==> config.mk <==
export PLATFORM = sky130hd
export DESIGN_NAME = spi_flash_front_end
export DESIGN_NICKNAME = d
export VERILOG_FILES = /design/src/inc/spi_flash_pkg.sv /design/src/hdl/spi_flash_front_end.sv /design/src/hdl/pin_sync.sv
export SDC_FILE = /design/constraint.sdc
export NUM_CORES = 1
export LEC_CHECK = 0
export ABC_CLOCK_PERIOD_IN_PS = 4150
export BUFFER_PORTS_ARGS = -buffer_cell sky130_fd_sc_hd__buf_2
export CORE_UTILIZATION = 40
export DETAILED_ROUTE_END_ITERATION = 10
export PLACE_DENSITY = 0.63
export RECOVER_POWER = 25
export SLEW_MARGIN = 20
export SYNTH_ARGS = -nofsm -noshare
export SYNTH_HDL_FRONTEND = slang
export SYNTH_SLANG_ARGS = --single-unit
==> constraint.sdc <==
create_clock -name clk_sys -period 4.15 [get_ports clk_sys]
set_clock_uncertainty 0.1 [all_clocks]
set_input_delay 0.83 -clock clk_sys [delete_from_list [all_inputs] [get_ports clk_sys]]
set_output_delay 0.83 -clock clk_sys [all_outputs]
set_load 0.02 [all_outputs]
==> src/inc/spi_flash_pkg.sv <==
package spi_flash_pkg;
	// Frame geometry
	localparam int addr_bytes = 3;
	localparam int page_bytes = 256;
	localparam int dummy_clocks = 8;

	// Instruction codes
	localparam logic [7:0] write_enable_cmd = 8'h06;
	localparam logic [7:0] write_disable_cmd = 8'h04;
	localparam logic [7:0] read_status_cmd = 8'h05;
	localparam logic [7:0] status_write_cmd = 8'h01;
	localparam logic [7:0] read_cmd = 8'h03;
	localparam logic [7:0] fast_read_cmd = 8'h0B;
	localparam logic [7:0] dual_output_fast_read = 8'h3B;
	localparam logic [7:0] page_program_cmd = 8'h02;
	localparam logic [7:0] dual_input_program = 8'hA2;
	localparam logic [7:0] otp_program_cmd = 8'h42;
	localparam logic [7:0] subsector_erase_cmd = 8'h20;
	localparam logic [7:0] sector_erase_cmd = 8'hD8;
	localparam logic [7:0] whole_array_erase_cmd = 8'hC7;
	localparam logic [7:0] deep_sleep_cmd = 8'hB9;
	localparam logic [7:0] wake_from_deep_sleep_cmd = 8'hAB;

	// Status byte layout and reset values
	localparam int st_busy_bit = 0;
	localparam int st_wel_bit = 1;
	localparam int st_bp_lsb = 2;
	localparam int st_srwd_bit = 7;
	localparam logic [2:0] bp_reset = 3'h0;
	localparam logic srwd_reset = 1'b0;

	// Idle levels of the synchronised pins: cs_n, sclk, hold_n, wp_n, io0, io1
	localparam logic [5:0] pins_idle = 6'h2C;

	typedef struct packed {
		logic cs_n;
		logic sclk;
		logic hold_n;
		logic wp_n;
		logic io0;
		logic io1;
	} pins_t;

	typedef enum logic [2:0] {ph_cmd, ph_addr, ph_dummy, ph_din, ph_dout, ph_done} phase_t;

	typedef enum logic [2:0] {
		op_none, op_page_prog, op_otp_prog, op_subsector_erase,
		op_sector_erase, op_array_erase, op_status_write
	} op_kind_t;

	typedef enum logic [1:0] {pwr_standby, pwr_active, pwr_deep} power_t;

	typedef struct packed {
		op_kind_t kind;
		logic [23:0] addr;
		logic [7:0] data;
	} mem_op_t;

	typedef struct packed {
		logic [23:0] addr;
		logic [7:0] data;
	} wr_byte_t;
endpackage

==> src/hdl/spi_flash_front_end.sv <==
`timescale 1ns/10ps
// Functional notes
// - Output data changes after each falling serial clock edge.
// - Dual-input program samples the output pin as second input on rising edges.
// - Instruction, address and write data sampled from input pin on rising edges.
// - Dual-output fast read drives the input pin too, changing on falling edges.
// - Select high: deselected, output high impedance, standby unless busy.
// - Select low: selected and in active power state.
// - No instruction starts before a select falling edge after power-up.
// - Pause: outputs high impedance, clock and input ignored, still selected.
// - Write-protect pin low with srwd set freezes the block-protect bits.
// - Modes 0 and 3: sample on rising, drive on falling edges.
// - Page program writes up to 256 bytes within one page, one-to-zero only.
// - Dual-input program takes up to 256 bytes, two bits per clock.
// - Erases set range to FFh: subsector, sector or whole array.
// - Busy bit set during status write, OTP write, program or erase.
// - After deselect stay active until internal cycle ends, then standby.
// - Deep sleep instruction enters deep power-down until wake instruction.
// - In deep power-down all write, program and erase instructions ignored.
// - Modifying instructions accepted only with clock count a multiple of eight.
// - Modifying instructions need the write enable latch; it clears when the instruction commits at select rise.
module spi_flash_front_end (
	input wire logic clk_sys,
	input wire logic srst,
	input wire logic cs_n,
	input wire logic sclk,
	input wire logic hold_n,
	input wire logic wp_n,
	input wire logic serial_in_io0_i,
	output logic serial_in_io0_o,
	output logic serial_in_io0_oe,
	input wire logic serial_out_io1_i,
	output logic serial_out_io1_o,
	output logic serial_out_io1_oe,
	input wire logic core_busy,
	input wire logic [7:0] rd_data,
	output logic [23:0] rd_addr,
	output logic frame_start,
	output logic wr_valid,
	output spi_flash_pkg::wr_byte_t wr_byte,
	output logic op_valid,
	output spi_flash_pkg::mem_op_t op,
	output logic [7:0] status,
	output spi_flash_pkg::power_t power_state
);
	import spi_flash_pkg::*;

	pins_t pins_s;
	logic sclk_q, cs_q, armed_q;
	logic selected, paused, rise_ok, fall_ok, cs_fall, cs_rise;
	phase_t phase_q, phase_d;
	logic [7:0] cmd_q, sh_in_q, sh_out_q, in_byte, stat_in_q;
	logic [2:0] cnt_q, pulse_q, bp_q;
	logic [3:0] cnt_sum;
	logic [1:0] bc_q;
	logic [23:0] addr_q;
	logic ok_q, data_seen_q, load_q, wel_q, deep_q, srwd_q;
	logic dual, byte_done, busy_flag, commit, allowed;

	// Maps an instruction to the memory operation it starts
	function automatic op_kind_t op_of(input logic [7:0] c);
		case (c)
			page_program_cmd, dual_input_program: op_of = op_page_prog;
			otp_program_cmd: op_of = op_otp_prog;
			subsector_erase_cmd: op_of = op_subsector_erase;
			sector_erase_cmd: op_of = op_sector_erase;
			whole_array_erase_cmd: op_of = op_array_erase;
			status_write_cmd: op_of = op_status_write;
			default: op_of = op_none;
		endcase
	endfunction

	// Pins come from the host's domain, so all pass two flops first
	pin_sync #(.W($bits(pins_t)), .INIT(pins_idle)) u_sync (
		.clk_sys(clk_sys),
		.srst(srst),
		.d({cs_n, sclk, hold_n, wp_n, serial_in_io0_i, serial_out_io1_i}),
		.sync_q(pins_s)
	);

	// Edge history of the synchronised clock and select
	always_ff @(posedge clk_sys) begin
		if (srst) begin
			sclk_q <= 1'b0;
			cs_q <= 1'b1;
		end else begin
			sclk_q <= pins_s.sclk;
			cs_q <= pins_s.cs_n;
		end
	end

	// Only edges matter, so idle level of either mode is harmless
	assign cs_fall = cs_q & ~pins_s.cs_n;
	assign cs_rise = ~cs_q & pins_s.cs_n;
	assign selected = armed_q & ~pins_s.cs_n;
	assign paused = selected & ~pins_s.hold_n;
	assign rise_ok = selected & ~paused & pins_s.sclk & ~sclk_q;
	assign fall_ok = selected & ~paused & ~pins_s.sclk & sclk_q;

	// Power-up leaves the port deaf until select has fallen once
	always_ff @(posedge clk_sys) begin
		if (srst) begin
			armed_q <= 1'b0;
			frame_start <= 1'b0;
		end else begin
			if (cs_fall) begin
				armed_q <= 1'b1;
			end
			frame_start <= cs_fall;
		end
	end

	// Two bits per clock in either dual data phase
	assign dual = (phase_q == ph_din && cmd_q == dual_input_program) ||
		(phase_q == ph_dout && cmd_q == dual_output_fast_read);
	assign cnt_sum = {1'b0, cnt_q} + (dual ? 4'h2 : 4'h1);
	assign byte_done = rise_ok & cnt_sum[3];
	// MSB arrives first; in dual mode io1 carries the higher bit
	assign in_byte = dual ? {sh_in_q[5:0], pins_s.io1, pins_s.io0} :
		{sh_in_q[6:0], pins_s.io0};
	assign busy_flag = core_busy | op_valid;
	assign allowed = deep_q ? (in_byte == wake_from_deep_sleep_cmd) :
		!(op_of(in_byte) != op_none && (!wel_q || busy_flag));

	// Phase sequencing at each completed byte
	always_comb begin
		phase_d = phase_q;
		if (byte_done) begin
			unique case (phase_q)
				ph_cmd: begin
					if (!allowed) begin
						phase_d = ph_done;
					end else begin
						case (in_byte)
							read_status_cmd: phase_d = ph_dout;
							status_write_cmd: phase_d = ph_din;
							read_cmd, fast_read_cmd, dual_output_fast_read,
							page_program_cmd, dual_input_program, otp_program_cmd,
							subsector_erase_cmd, sector_erase_cmd: phase_d = ph_addr;
							default: phase_d = ph_done;
						endcase
					end
				end
				ph_addr: begin
					if (bc_q == 2'(addr_bytes - 1)) begin
						case (cmd_q)
							fast_read_cmd, dual_output_fast_read: phase_d = ph_dummy;
							read_cmd: phase_d = ph_dout;
							page_program_cmd, dual_input_program,
							otp_program_cmd: phase_d = ph_din;
							default: phase_d = ph_done;
						endcase
					end
				end
				ph_dummy: phase_d = ph_dout;
				ph_din: phase_d = (cmd_q == status_write_cmd) ? ph_done : ph_din;
				ph_dout: phase_d = ph_dout;
				ph_done: phase_d = ph_done;
				default: phase_d = ph_done;
			endcase
		end
	end

	// Receive side; a frame cut short simply discards its state
	always_ff @(posedge clk_sys) begin
		if (srst || !selected) begin
			phase_q <= ph_cmd;
			cmd_q <= 8'h00;
			sh_in_q <= 8'h00;
			cnt_q <= 3'h0;
			pulse_q <= 3'h0;
			bc_q <= 2'h0;
			ok_q <= 1'b0;
			data_seen_q <= 1'b0;
			stat_in_q <= 8'h00;
			addr_q <= 24'h00_0000;
		end else if (rise_ok) begin
			pulse_q <= pulse_q + 3'h1;
			sh_in_q <= in_byte;
			cnt_q <= cnt_sum[2:0];
			phase_q <= phase_d;
			if (byte_done) begin
				if (phase_q == ph_cmd) begin
					cmd_q <= in_byte;
					ok_q <= allowed;
				end
				if (phase_q == ph_addr) begin
					addr_q <= {addr_q[15:0], in_byte};
					bc_q <= bc_q + 2'h1;
				end
				if (phase_q == ph_din) begin
					data_seen_q <= 1'b1;
					stat_in_q <= in_byte;
					// Offset wraps inside the page, so the last 256 bytes win
					addr_q[7:0] <= addr_q[7:0] + 8'h01;
				end
			end
		end
	end

	// Program data leaves as one pulse per byte; commit comes at frame end
	always_ff @(posedge clk_sys) begin
		if (srst) begin
			wr_valid <= 1'b0;
			wr_byte <= '0;
		end else begin
			wr_valid <= byte_done && phase_q == ph_din && ok_q &&
				cmd_q != status_write_cmd;
			if (byte_done && phase_q == ph_din) begin
				wr_byte <= '{addr: addr_q, data: in_byte};
			end
		end
	end

	// Read address follows the address phase, then steps per byte sent
	always_ff @(posedge clk_sys) begin
		if (srst) begin
			rd_addr <= 24'h00_0000;
			load_q <= 1'b0;
		end else begin
			load_q <= byte_done && phase_d == ph_dout;
			if (byte_done && phase_q == ph_addr) begin
				rd_addr <= {addr_q[15:0], in_byte};
			end else if (load_q && cmd_q != read_status_cmd) begin
				rd_addr <= rd_addr + 24'h00_0001;
			end
		end
	end

	// Transmit side. The load lands one cycle after the last rising edge,
	// so the serial clock half period must exceed one system clock.
	always_ff @(posedge clk_sys) begin
		if (srst) begin
			sh_out_q <= 8'h00;
			serial_out_io1_o <= 1'b0;
			serial_in_io0_o <= 1'b0;
		end else if (load_q) begin
			sh_out_q <= (cmd_q == read_status_cmd) ? status : rd_data;
		end else if (fall_ok && phase_q == ph_dout) begin
			serial_out_io1_o <= sh_out_q[7];
			if (cmd_q == dual_output_fast_read) begin
				serial_in_io0_o <= sh_out_q[6];
				sh_out_q <= {sh_out_q[5:0], 2'b00};
			end else begin
				sh_out_q <= {sh_out_q[6:0], 1'b0};
			end
		end
	end

	// Pins float unless selected, not paused and sending
	assign serial_out_io1_oe = selected & ~paused & (phase_q == ph_dout);
	assign serial_in_io0_oe = serial_out_io1_oe & (cmd_q == dual_output_fast_read);

	// An instruction executes only on a clean select rise
	assign commit = cs_rise && armed_q && ok_q && pulse_q == 3'h0 && cnt_q == 3'h0 &&
		(phase_q == ph_done || data_seen_q) &&
		!(op_of(cmd_q) != op_none && busy_flag);

	// Write enable latch and deep sleep
	always_ff @(posedge clk_sys) begin
		if (srst) begin
			wel_q <= 1'b0;
			deep_q <= 1'b0;
		end else if (commit) begin
			if (cmd_q == write_enable_cmd) begin
				wel_q <= 1'b1;
			end else if (cmd_q == write_disable_cmd || op_of(cmd_q) != op_none) begin
				wel_q <= 1'b0;
			end
			if (cmd_q == deep_sleep_cmd) begin
				deep_q <= 1'b1;
			end else if (cmd_q == wake_from_deep_sleep_cmd) begin
				deep_q <= 1'b0;
			end
		end
	end

	// Protect bits; a low write-protect pin with srwd set freezes them
	always_ff @(posedge clk_sys) begin
		if (srst) begin
			bp_q <= bp_reset;
			srwd_q <= srwd_reset;
		end else if (commit && cmd_q == status_write_cmd && !(srwd_q && !pins_s.wp_n)) begin
			bp_q <= stat_in_q[st_bp_lsb +: 3];
			srwd_q <= stat_in_q[st_srwd_bit];
		end
	end

	// Operation handed to the memory core, which runs the timed cycle
	always_ff @(posedge clk_sys) begin
		if (srst) begin
			op_valid <= 1'b0;
			op <= '0;
		end else begin
			op_valid <= commit && op_of(cmd_q) != op_none;
			if (commit) begin
				op <= '{kind: op_of(cmd_q), addr: addr_q, data: stat_in_q};
			end
		end
	end

	// Status byte as read back, and power state
	always_ff @(posedge clk_sys) begin
		if (srst) begin
			status <= 8'h00;
			power_state <= pwr_standby;
		end else begin
			status <= 8'h00;
			status[st_busy_bit] <= busy_flag;
			status[st_wel_bit] <= wel_q;
			status[st_bp_lsb +: 3] <= bp_q;
			status[st_srwd_bit] <= srwd_q;
			if (deep_q) begin
				power_state <= pwr_deep;
			end else if (selected || busy_flag) begin
				power_state <= pwr_active;
			end else begin
				power_state <= pwr_standby;
			end
		end
	end

	property p_out_fall;
		@(posedge clk_sys) disable iff (srst)
		$changed(serial_out_io1_o) |-> $past(fall_ok);
	endproperty
	a_out_fall: assert property (p_out_fall) else $error("output moved off a falling edge");

	property p_dual_in;
		@(posedge clk_sys) disable iff (srst)
		rise_ok && phase_q == ph_din && cmd_q == dual_input_program |=>
			sh_in_q[1] == $past(pins_s.io1) && sh_in_q[0] == $past(pins_s.io0);
	endproperty
	a_dual_in: assert property (p_dual_in) else $error("dual input bits lost");

	property p_cmd_sample;
		@(posedge clk_sys) disable iff (srst)
		rise_ok && phase_q == ph_cmd |=> sh_in_q[0] == $past(pins_s.io0);
	endproperty
	a_cmd_sample: assert property (p_cmd_sample) else $error("input bit not sampled");

	property p_dual_out;
		@(posedge clk_sys) disable iff (srst)
		serial_in_io0_oe |-> cmd_q == dual_output_fast_read && serial_out_io1_oe;
	endproperty
	a_dual_out: assert property (p_dual_out) else $error("io0 driven outside dual read");

	property p_desel_hiz;
		@(posedge clk_sys) disable iff (srst)
		pins_s.cs_n |-> !serial_out_io1_oe && !serial_in_io0_oe;
	endproperty
	a_desel_hiz: assert property (p_desel_hiz) else $error("driving while deselected");

	property p_unarmed;
		@(posedge clk_sys) disable iff (srst)
		!armed_q |-> !op_valid ##1 !op_valid;
	endproperty
	a_unarmed: assert property (p_unarmed) else $error("op before first select fall");

	property p_pause_hiz;
		@(posedge clk_sys) disable iff (srst)
		paused |-> !serial_out_io1_oe && !serial_in_io0_oe && selected;
	endproperty
	a_pause_hiz: assert property (p_pause_hiz) else $error("driving while paused");

	property p_freeze;
		@(posedge clk_sys) disable iff (srst)
		srwd_q && !pins_s.wp_n |=> $stable(bp_q);
	endproperty
	a_freeze: assert property (p_freeze) else $error("protect bits changed while frozen");

	property p_stay_active;
		@(posedge clk_sys) disable iff (srst)
		!selected && busy_flag && !deep_q |=> power_state == pwr_active;
	endproperty
	a_stay_active: assert property (p_stay_active) else $error("standby while busy");

	property p_deep_ignore;
		@(posedge clk_sys) disable iff (srst)
		deep_q && $past(deep_q) |-> !op_valid;
	endproperty
	a_deep_ignore: assert property (p_deep_ignore) else $error("op in deep sleep");

	property p_mod8;
		@(posedge clk_sys) disable iff (srst)
		op_valid |-> $past(pulse_q) == 3'h0 && $past(cs_rise);
	endproperty
	a_mod8: assert property (p_mod8) else $error("op on partial byte count");

	property p_wel_clear;
		@(posedge clk_sys) disable iff (srst)
		op_valid |-> !wel_q ##1 !wel_q;
	endproperty
	a_wel_clear: assert property (p_wel_clear) else $error("latch kept after op");

	property p_busy_reject;
		@(posedge clk_sys) disable iff (srst)
		op_valid |-> !$past(busy_flag);
	endproperty
	a_busy_reject: assert property (p_busy_reject) else $error("op taken while busy");
endmodule // spi_flash_front_end

==> src/hdl/pin_sync.sv <==
`timescale 1ns/10ps
// Two-flop synchroniser for a group of pins
module pin_sync #(
	parameter int W = 1,
	parameter logic [W-1:0] INIT = '0
) (
	input wire logic clk_sys,
	input wire logic srst,
	input wire logic [W-1:0] d,
	output logic [W-1:0] sync_q
);
	logic [W-1:0] meta_q;

	// First stage feeds only the second stage
	always_ff @(posedge clk_sys) begin
		if (srst) begin
			meta_q <= INIT;
			sync_q <= INIT;
		end else begin
			meta_q <= d;
			sync_q <= meta_q;
		end
	end
endmodule // pin_sync

==> results.md, run 1 <==
* CTS Sinks at 194
* Final setup fails at 0
* CP endpoint kind: register
* Total GRT Usage at 21.0%
* Setup tns final at 0 ns
* Finished Cell Area at 9710 um^2
* P&R area growth vs syn at 16.0%
* Top_reg_cell synth: dfxtp_1
* Violated checks: max-capacitance violations, max-slew violations
* Clock buffer count from CTS at 17
* Layout Utilization at 47.7%
* Post-synth EDFFs at 0
* DRC at 0
* Synth top area cells: dfxtp_1, nand2_1, a21oi_1
* Max rail drop VDD at 273 uV
* Sw frac at 21.4%
* Die height at 147 um
* Largest net degree at the start of global routing at 71
* Vias in the first global route at 6,633
* Comb pwr share at 1.4%
* Clock Power Share at 47.4%
* Tcrit/Tclk final at 90.1%
* Crit path largest cell delay at 2.03 ns
* Die area at 21,500 um^2
* Worst skew pair latency at 0.43 ns
* Clk buf depth at 2
* FFs w/ async S/R, synth at 0%
* Post-synth top cells: nand2_1, dfxtp_1, a21oi_1, nor2_1, clkbuf_1
* Layout cells sized above 1 at 12.9%
* Port Buffer Count at 122
* DP HPWL at 15.1 mm
* Slew Viols, Final at 64
* Gr ovfl total at 0
* PD cells at 377 nW/um^2
* Avg WL per Cell at 16.2 um
* Row count at 52
* Global-route wire length before repair at 35.9 mm
* Drt first pass iters at 6
* Max Cap Viol at 1
* Core ar. at 20,400 um^2
* Die width at 147 um
* Hold buffer count at cts at 0
* CTS tree: built
* Worst Tran Pin Value at 2.94 ns
* Status: complete, but fails checks
* I/O pin cnt at 125
* Synthesis Warnings at 0
* 1st-iter DRT viols at 653
* Worst Path Required at 4.34 ns
* Fin. Hold Viols at 0
* Hold Path Class: register to register
* Clock Tree Root: clkbuf_16
* Gpl congestion at 0.885
* Hold depth at 1
* WP depth at 3
* Relative slew margins at -95.7%
* Final ANT Viol Nets at 0
* Synth Cell Area at 8370 um^2
* Post-CTS Setup Bufs at 0
* CP delay by family, top: buffers and inverters
* Synth Instances at 1,018
* Sequential Power Share at 51.2%
* Worst setup SP type: primary input
* H-tree lvl count at 4
* Post-detailed-route via-to-cell ratio at 5.31
* Mean Syn Cell Area at 8.22 um^2
* RSZ-0062 raised after global routing: no
* Worst Path Arrival at 3.93 ns
* Slowest cell on crit path: clkbuf_1
* Buf/Inv on CP at 2
* Vias at 7,329
* Post-synth cell types at 69
* Area after DPL at 9160 um^2
* Top cell type's share of synthesized area at 46.4%
* Reg2reg path depth at 12
* Final Critical Period at 3.74 ns
* CP cell instances: clkbuf_1 -> buf_4 -> nor3_1
* Initial antenna violation count at 0
* Clock-pin transition on the worst setup and hold timing paths at 0.07 ns
* Sequential area share after synthesis at 46.4%
* Ant. Diodes at 0
* Leak Pwr at 3.45 nW
* Psw at 0.784 mW
* FF+latch count, synth at 194
* Crit-path max FO at 70
* Int Pwr at 2.88 mW
* Fin nets at 1,122
* Total wire length at 22.4 mm
* Largest area contributor in the netlist: dfxtp_1
* FILL cells at 2,010
* PostCTS Resize Cnt at 0
* Most common cell in the netlist: nand2_1
* Fmax at 267 MHz
* Crit Path Class: primary input to register
* Starting Density at 41.1%
==> sequential cells by signal, summed over array words and instances, names as in the netlist, 6 cells and up <==
register	cells
stat_in_q	8
rd_addr	24
addr_q	24
cmd_q	8
sh_in_q	7
wr_byte	32
status	6
sh_out_q	8
op	35
u_sync.meta_q	6
u_sync.sync_q	6
==> metal layers <==
layer	global-route usage, %	up-vias	share of wire (%)
li1	-	3665	-
met2	31.9	206	45
met5	0	-	0
met3	4.22	22	5.3
met4	5.26	0	1.0
met1	30.3	3436	49
==> area by class of cell <==
type / instances / area (um^2) / area share [%]
clock buffers: 19 / 453 / 4.66
clock inverters: 13 / 173 / 1.78
inverters: 13 / 51.3 / 0.528
multi-input cells: 732 / 4130 / 42.5
flip-flops and latches: 194 / 3880 / 40.0
well taps: 270 / 338 / 3.48
repair buffers: 139 / 681 / 7.01
==> cell usage in the layout (no fill, tap or decap), drive strengths merged, types with 4 or more instances in the layout <==
master,netlist,final
nand3b,4,4
buf,14,83
clkbuf,66,75
nand4,11,11
nand4b,5,5
a21oi,120,120
xnor2,14,14
a211oi,43,43
nor4,9,9
and3b,4,4
nand3,21,21
or2,8,8
nor3b,6,6
mux2i,26,26
o21ai,25,25
and4,4,4
nor2b,21,21
a22oi,4,4
nand2,195,195
nand2b,8,8
ha,7,7
a31oi,5,5
and3,7,7
inv,13,18
nor3,14,14
nor2,107,107
dfxtp,194,194
o22ai,4,4
xor2,13,13
==> cells by family after synthesis <==
family	synth area share, %
compound gates	16.6
xor+xnor	2.82
other cells	0.0448
simple gates	24.6
mux	3.51
fa+ha+maj	1.29
buf+inv	4.71
flops	46.4
==> through the flow <==
stage,hold slack [ns],power [mW],std cells,setup WS [ns]
2_1_floorplan,0.289,1.95,1019,0.849
3_3_place_gp,0.305,1.97,1348,0.687
3_5_place_dp,0.299,1.97,1348,0.564
4_1_cts,0.321,3.70,1380,0.523
5_1_grt,0.326,3.78,1380,0.120
6_report,0.318,3.66,1380,0.411
==> worst paths after layout <==
kind / from / end / slack [ns]
worst min-delay path: u_sync.meta_q[5] / u_sync.sync_q[5] / 0.32
worst max register to register: phase_q[1] / rd_addr[1] / 0.54
worst max-delay path: srst / rd_addr[16] / 0.41
worst min register to register: u_sync.meta_q[5] / u_sync.sync_q[5] / 0.32
==> power groups by stage <==
stage               sequential, mW  clock (mW)  combinational (mW)
floorplan                     1.92           0              0.0351
global placement              1.92           0              0.0522
detailed placement            1.92           0              0.0522
CTS                           1.87        1.78              0.0529
global route                  1.87        1.85              0.0568
finish                        1.87        1.74              0.0519
==> worst reg2reg max path, cell delays in order, from the launching register on <==
cell,delay (ns)
dfxtp_1,0.54
and3b_1,0.51
and3_4,0.29
or2_1,0.28
inv_4,0.09
ha_1,0.22
a21oi_1,0.14
and3b_1,0.27
and2_1,0.28
nand2_1,0.10
buf_4,0.37
nor2_1,0.10
a211oi_1,0.23
No activity file was read; power rests on OpenSTA's default activity.
==> run 2, diff against run 1 <==
--- a/config.mk
+++ b/config.mk
@@ -9,6 +9,8 @@
 export BUFFER_PORTS_ARGS = -buffer_cell sky130_fd_sc_hd__buf_2
 export CORE_UTILIZATION = 40
 export DETAILED_ROUTE_END_ITERATION = 10
+export GPL_TIMING_DRIVEN = 0
+export MAX_ROUTING_LAYER = met4
 export PLACE_DENSITY = 0.63
 export RECOVER_POWER = 25
 export SLEW_MARGIN = 20
==> run 2 against run 1 <==
Compared with the run above:
- final area up 1.7%
- worst setup slack worse by 0.15 ns
- count of clock-buffer cells in the layout decreased by 2
- utilization is 0.80 points higher
- hold slack got worse by 0.0058 ns
- non-clock buffer count is 62 higher
- the run now ends clean
- global-route usage up 3.0 points
- critical path depth rose by 10
- largest power group unchanged
- routed wire length increased by 12%
- combinational power grew 24%
- sequential share of layout area shrank 0.66 points
- highest routed layer unchanged
- flip-flop and latch count did not move
==> results.md, run 2 (synthesis gave the netlist of run 1 again) <==
* Max rail drop VDD at 229 uV (was 273 uV)
* Starting Density at 41.1% (unchanged)
* WHS at 0.312 ns (was 0.318 ns)
* Layout cells sized above 1 at 12.4% (was 12.9%)
* Vias in the first global route at 7,006 (was 6,633)
* Status: complete, no violations (was complete, but fails checks)
* Worst setup SP type: register (was primary input)
* Worst Tran Pin Value at 1.04 ns (was 2.94 ns)
* Hold buffer count at cts at 0 (unchanged)
* P&R area growth vs syn at 17.9% (was 16.0%)
* Clock-pin transition on the worst setup and hold timing paths at 0.07 ns (about the same)
* Max FFs per register at 35 (unchanged)
* Largest net degree at the start of global routing at 19 (was 71)
* Ant. Diodes at 0 (unchanged)
* Die height at 147 um (unchanged)
* Area after DPL at 9320 um^2 (was 9160 um^2)
* Row count at 52 (unchanged)
* Worst skew pair latency at 0.43 ns (about the same)
* Port Buffer Count at 121 (was 122)
* Leading registers by flop count: op (35), wr_byte (32) (unchanged)
* DP HPWL at 18.0 mm (was 15.1 mm)
* Vias at 7,746 (was 7,329)
* Final setup fails at 0 (unchanged)
* Global-route wire length before repair at 38.9 mm (was 35.9 mm)
* Finished Cell Area at 9870 um^2 (was 9710 um^2)
* CTS tree: built (unchanged)
* Crit-path max FO at 10 (was 70)
* Core ar. at 20,400 um^2 (unchanged)
* Die width at 147 um (unchanged)
* Clock Power Share at 46.6% (was 47.4%)
* Int Pwr at 2.79 mW (was 2.88 mW)
* Die area at 21,500 um^2 (unchanged)
* Most frequent cells in the layout: nand2_1, dfxtp_1, a21oi_1 (unchanged)
* Psw at 0.828 mW (was 0.784 mW)
* CTS Sinks at 194 (unchanged)
* DR WL met2 at 10.9 mm (was 10.0 mm)
* Relative slew margins at 30.3% (was -95.7%)
* Hold Path Class: register to register (unchanged)
* 1st-iter DRT viols at 638 (was 653)
* Fin nets at 1,184 (was 1,122)
* Max Used Layer: met4 (unchanged)
* Sw frac at 22.9% (was 21.4%)
* Worst Path Arrival at 4.13 ns (was 3.93 ns)
* Leak Pwr at 3.54 nW (was 3.45 nW)
* Clock Tree Root: clkbuf_16 (unchanged)
* PD cells at 367 nW/um^2 (was 377 nW/um^2)
* Comb pwr share at 1.8% (was 1.4%)
* Most common cell after layout, fill and taps aside: nand2_1 (unchanged)
* Fin. Hold Viols at 0 (unchanged)
* Fmax at 257 MHz (was 267 MHz)
* CP endpoint kind: register (unchanged)
* DRC at 0 (unchanged)
* Post-detailed-route via-to-cell ratio at 5.37 (was 5.31)
* Clk buf depth at 2 (unchanged)
* Gpl congestion at 0.907 (was 0.885)
* Final Critical Period at 3.89 ns (was 3.74 ns)
* Tcrit/Tclk final at 93.7% (was 90.1%)
* Clock buffer count from CTS at 17 (unchanged)
* H-tree lvl count at 4 (unchanged)
* Setup tns final at 0 ns (unchanged)
* WL met3 at 1.67 mm (was 1.18 mm)
* RSZ-0062 raised after global routing: yes (was no)
* DRT met1 WL at 12.2 mm (was 11.0 mm)
* Final ANT Viol Nets at 0 (unchanged)
* Initial antenna violation count at 0 (unchanged)
* Drt first pass iters at 4 (was 6)
* Slew Viols, Final at 0 (was 64)
* Worst Path Required at 4.39 ns (was 4.34 ns)
* Total wire length at 25.1 mm (was 22.4 mm)
* I/O pin cnt at 125 (unchanged)
* Avg WL per Cell at 17.4 um (was 16.2 um)
* Gr ovfl total at 0 (unchanged)
* Top reg by flops: op (unchanged)
* Crit Path Class: register to register (was primary input to register)
* Total GRT Usage at 24.0% (was 21.0%)
* Sequential Power Share at 51.7% (was 51.2%)
* Max Cap Viol at 0 (was 1)
==> run 2: cell types whose count changed in the layout (fill, tap and decap cells not counted), moves of 2 or more <==
cell      change
buf_1         +2
buf_2        +11
buf_4        -14
buf_6         +3
clkbuf_1     +55
clkbuf_2      +4
clkbuf_8      -2
clkinv_4      +2
==> run 2: through the flow <==
| step | instances | power, mW | setup WS, ns | utilization (%) |
|---|---|---|---|---|
| 6_report | 1442 | 3.62 | 0.262 | 48.5 |
| 5_1_grt | 1442 | 3.72 | -0.00635 | 48.5 |
| 4_1_cts | 1442 | 3.64 | 0.0412 | 48.7 |
| 3_5_place_dp | 1410 | 1.98 | 0.0748 | 45.8 |
| 3_3_place_gp | 1410 | 1.98 | 0.0956 | 45.8 |
| 2_1_floorplan | 1019 | 1.95 | 0.849 | - |
==> run 2: power by group through the flow <==
stage | Sequential (mW) | Combinational, mW | Clock (mW)
floorplan | 1.92 | 0.0351 | 0
global placement | 1.92 | 0.0638 | 0
finish | 1.87 | 0.0641 | 1.69
detailed placement | 1.92 | 0.0639 | 0
CTS | 1.87 | 0.0643 | 1.71
global route | 1.87 | 0.0690 | 1.78
==> run 2: worst paths after layout <==
kind	start	endpoint	slack, ns	cells past startpoint
setup / recovery	cmd_q[2]	cmd_q[7]	0.26	13
hold / removal	u_sync.meta_q[5]	u_sync.sync_q[5]	0.31	1
setup reg to reg	cmd_q[2]	cmd_q[7]	0.26	13
hold reg to reg	u_sync.meta_q[5]	u_sync.sync_q[5]	0.31	1
==> run 2: layer usage <==
metal | vias up | global-route usage (%)
met5 | - | -
met4 | 0 | 6.56
met3 | 23 | 5.06
met2 | 267 | 34.9
met1 | 3667 | 33.4
li1 | 3789 | -
==> run 2: layout make-up <==
type	count	area [um^2]
sequential	194	3880
inverter	13	51.3
clock inverter	15	171
buffer	80	354
tap	270	338
clock buffer	17	425
multi-input combinational	732	4110
timing repair buffer	121	542
fill	2031	10500
==> run 2: worst max-delay path, stage by stage, from the launching register on <==
cell	delay, ns
dfxtp_1	0.54
and4b_1	0.24
buf_2	0.14
and4_4	0.19
or2_1	0.22
buf_6	0.14
inv_4	0.09
ha_1	0.19
a21oi_1	0.08
nand3b_1	0.29
nor4_2	0.79
clkbuf_1	0.49
nor2_1	0.08
a211oi_1	0.22
==> run 2: what timing repair did <==
item,4_1_cts,5_1_grt
gates resized for setup,0,12
buffers inserted,0,0
setup endpoints to repair,0,43
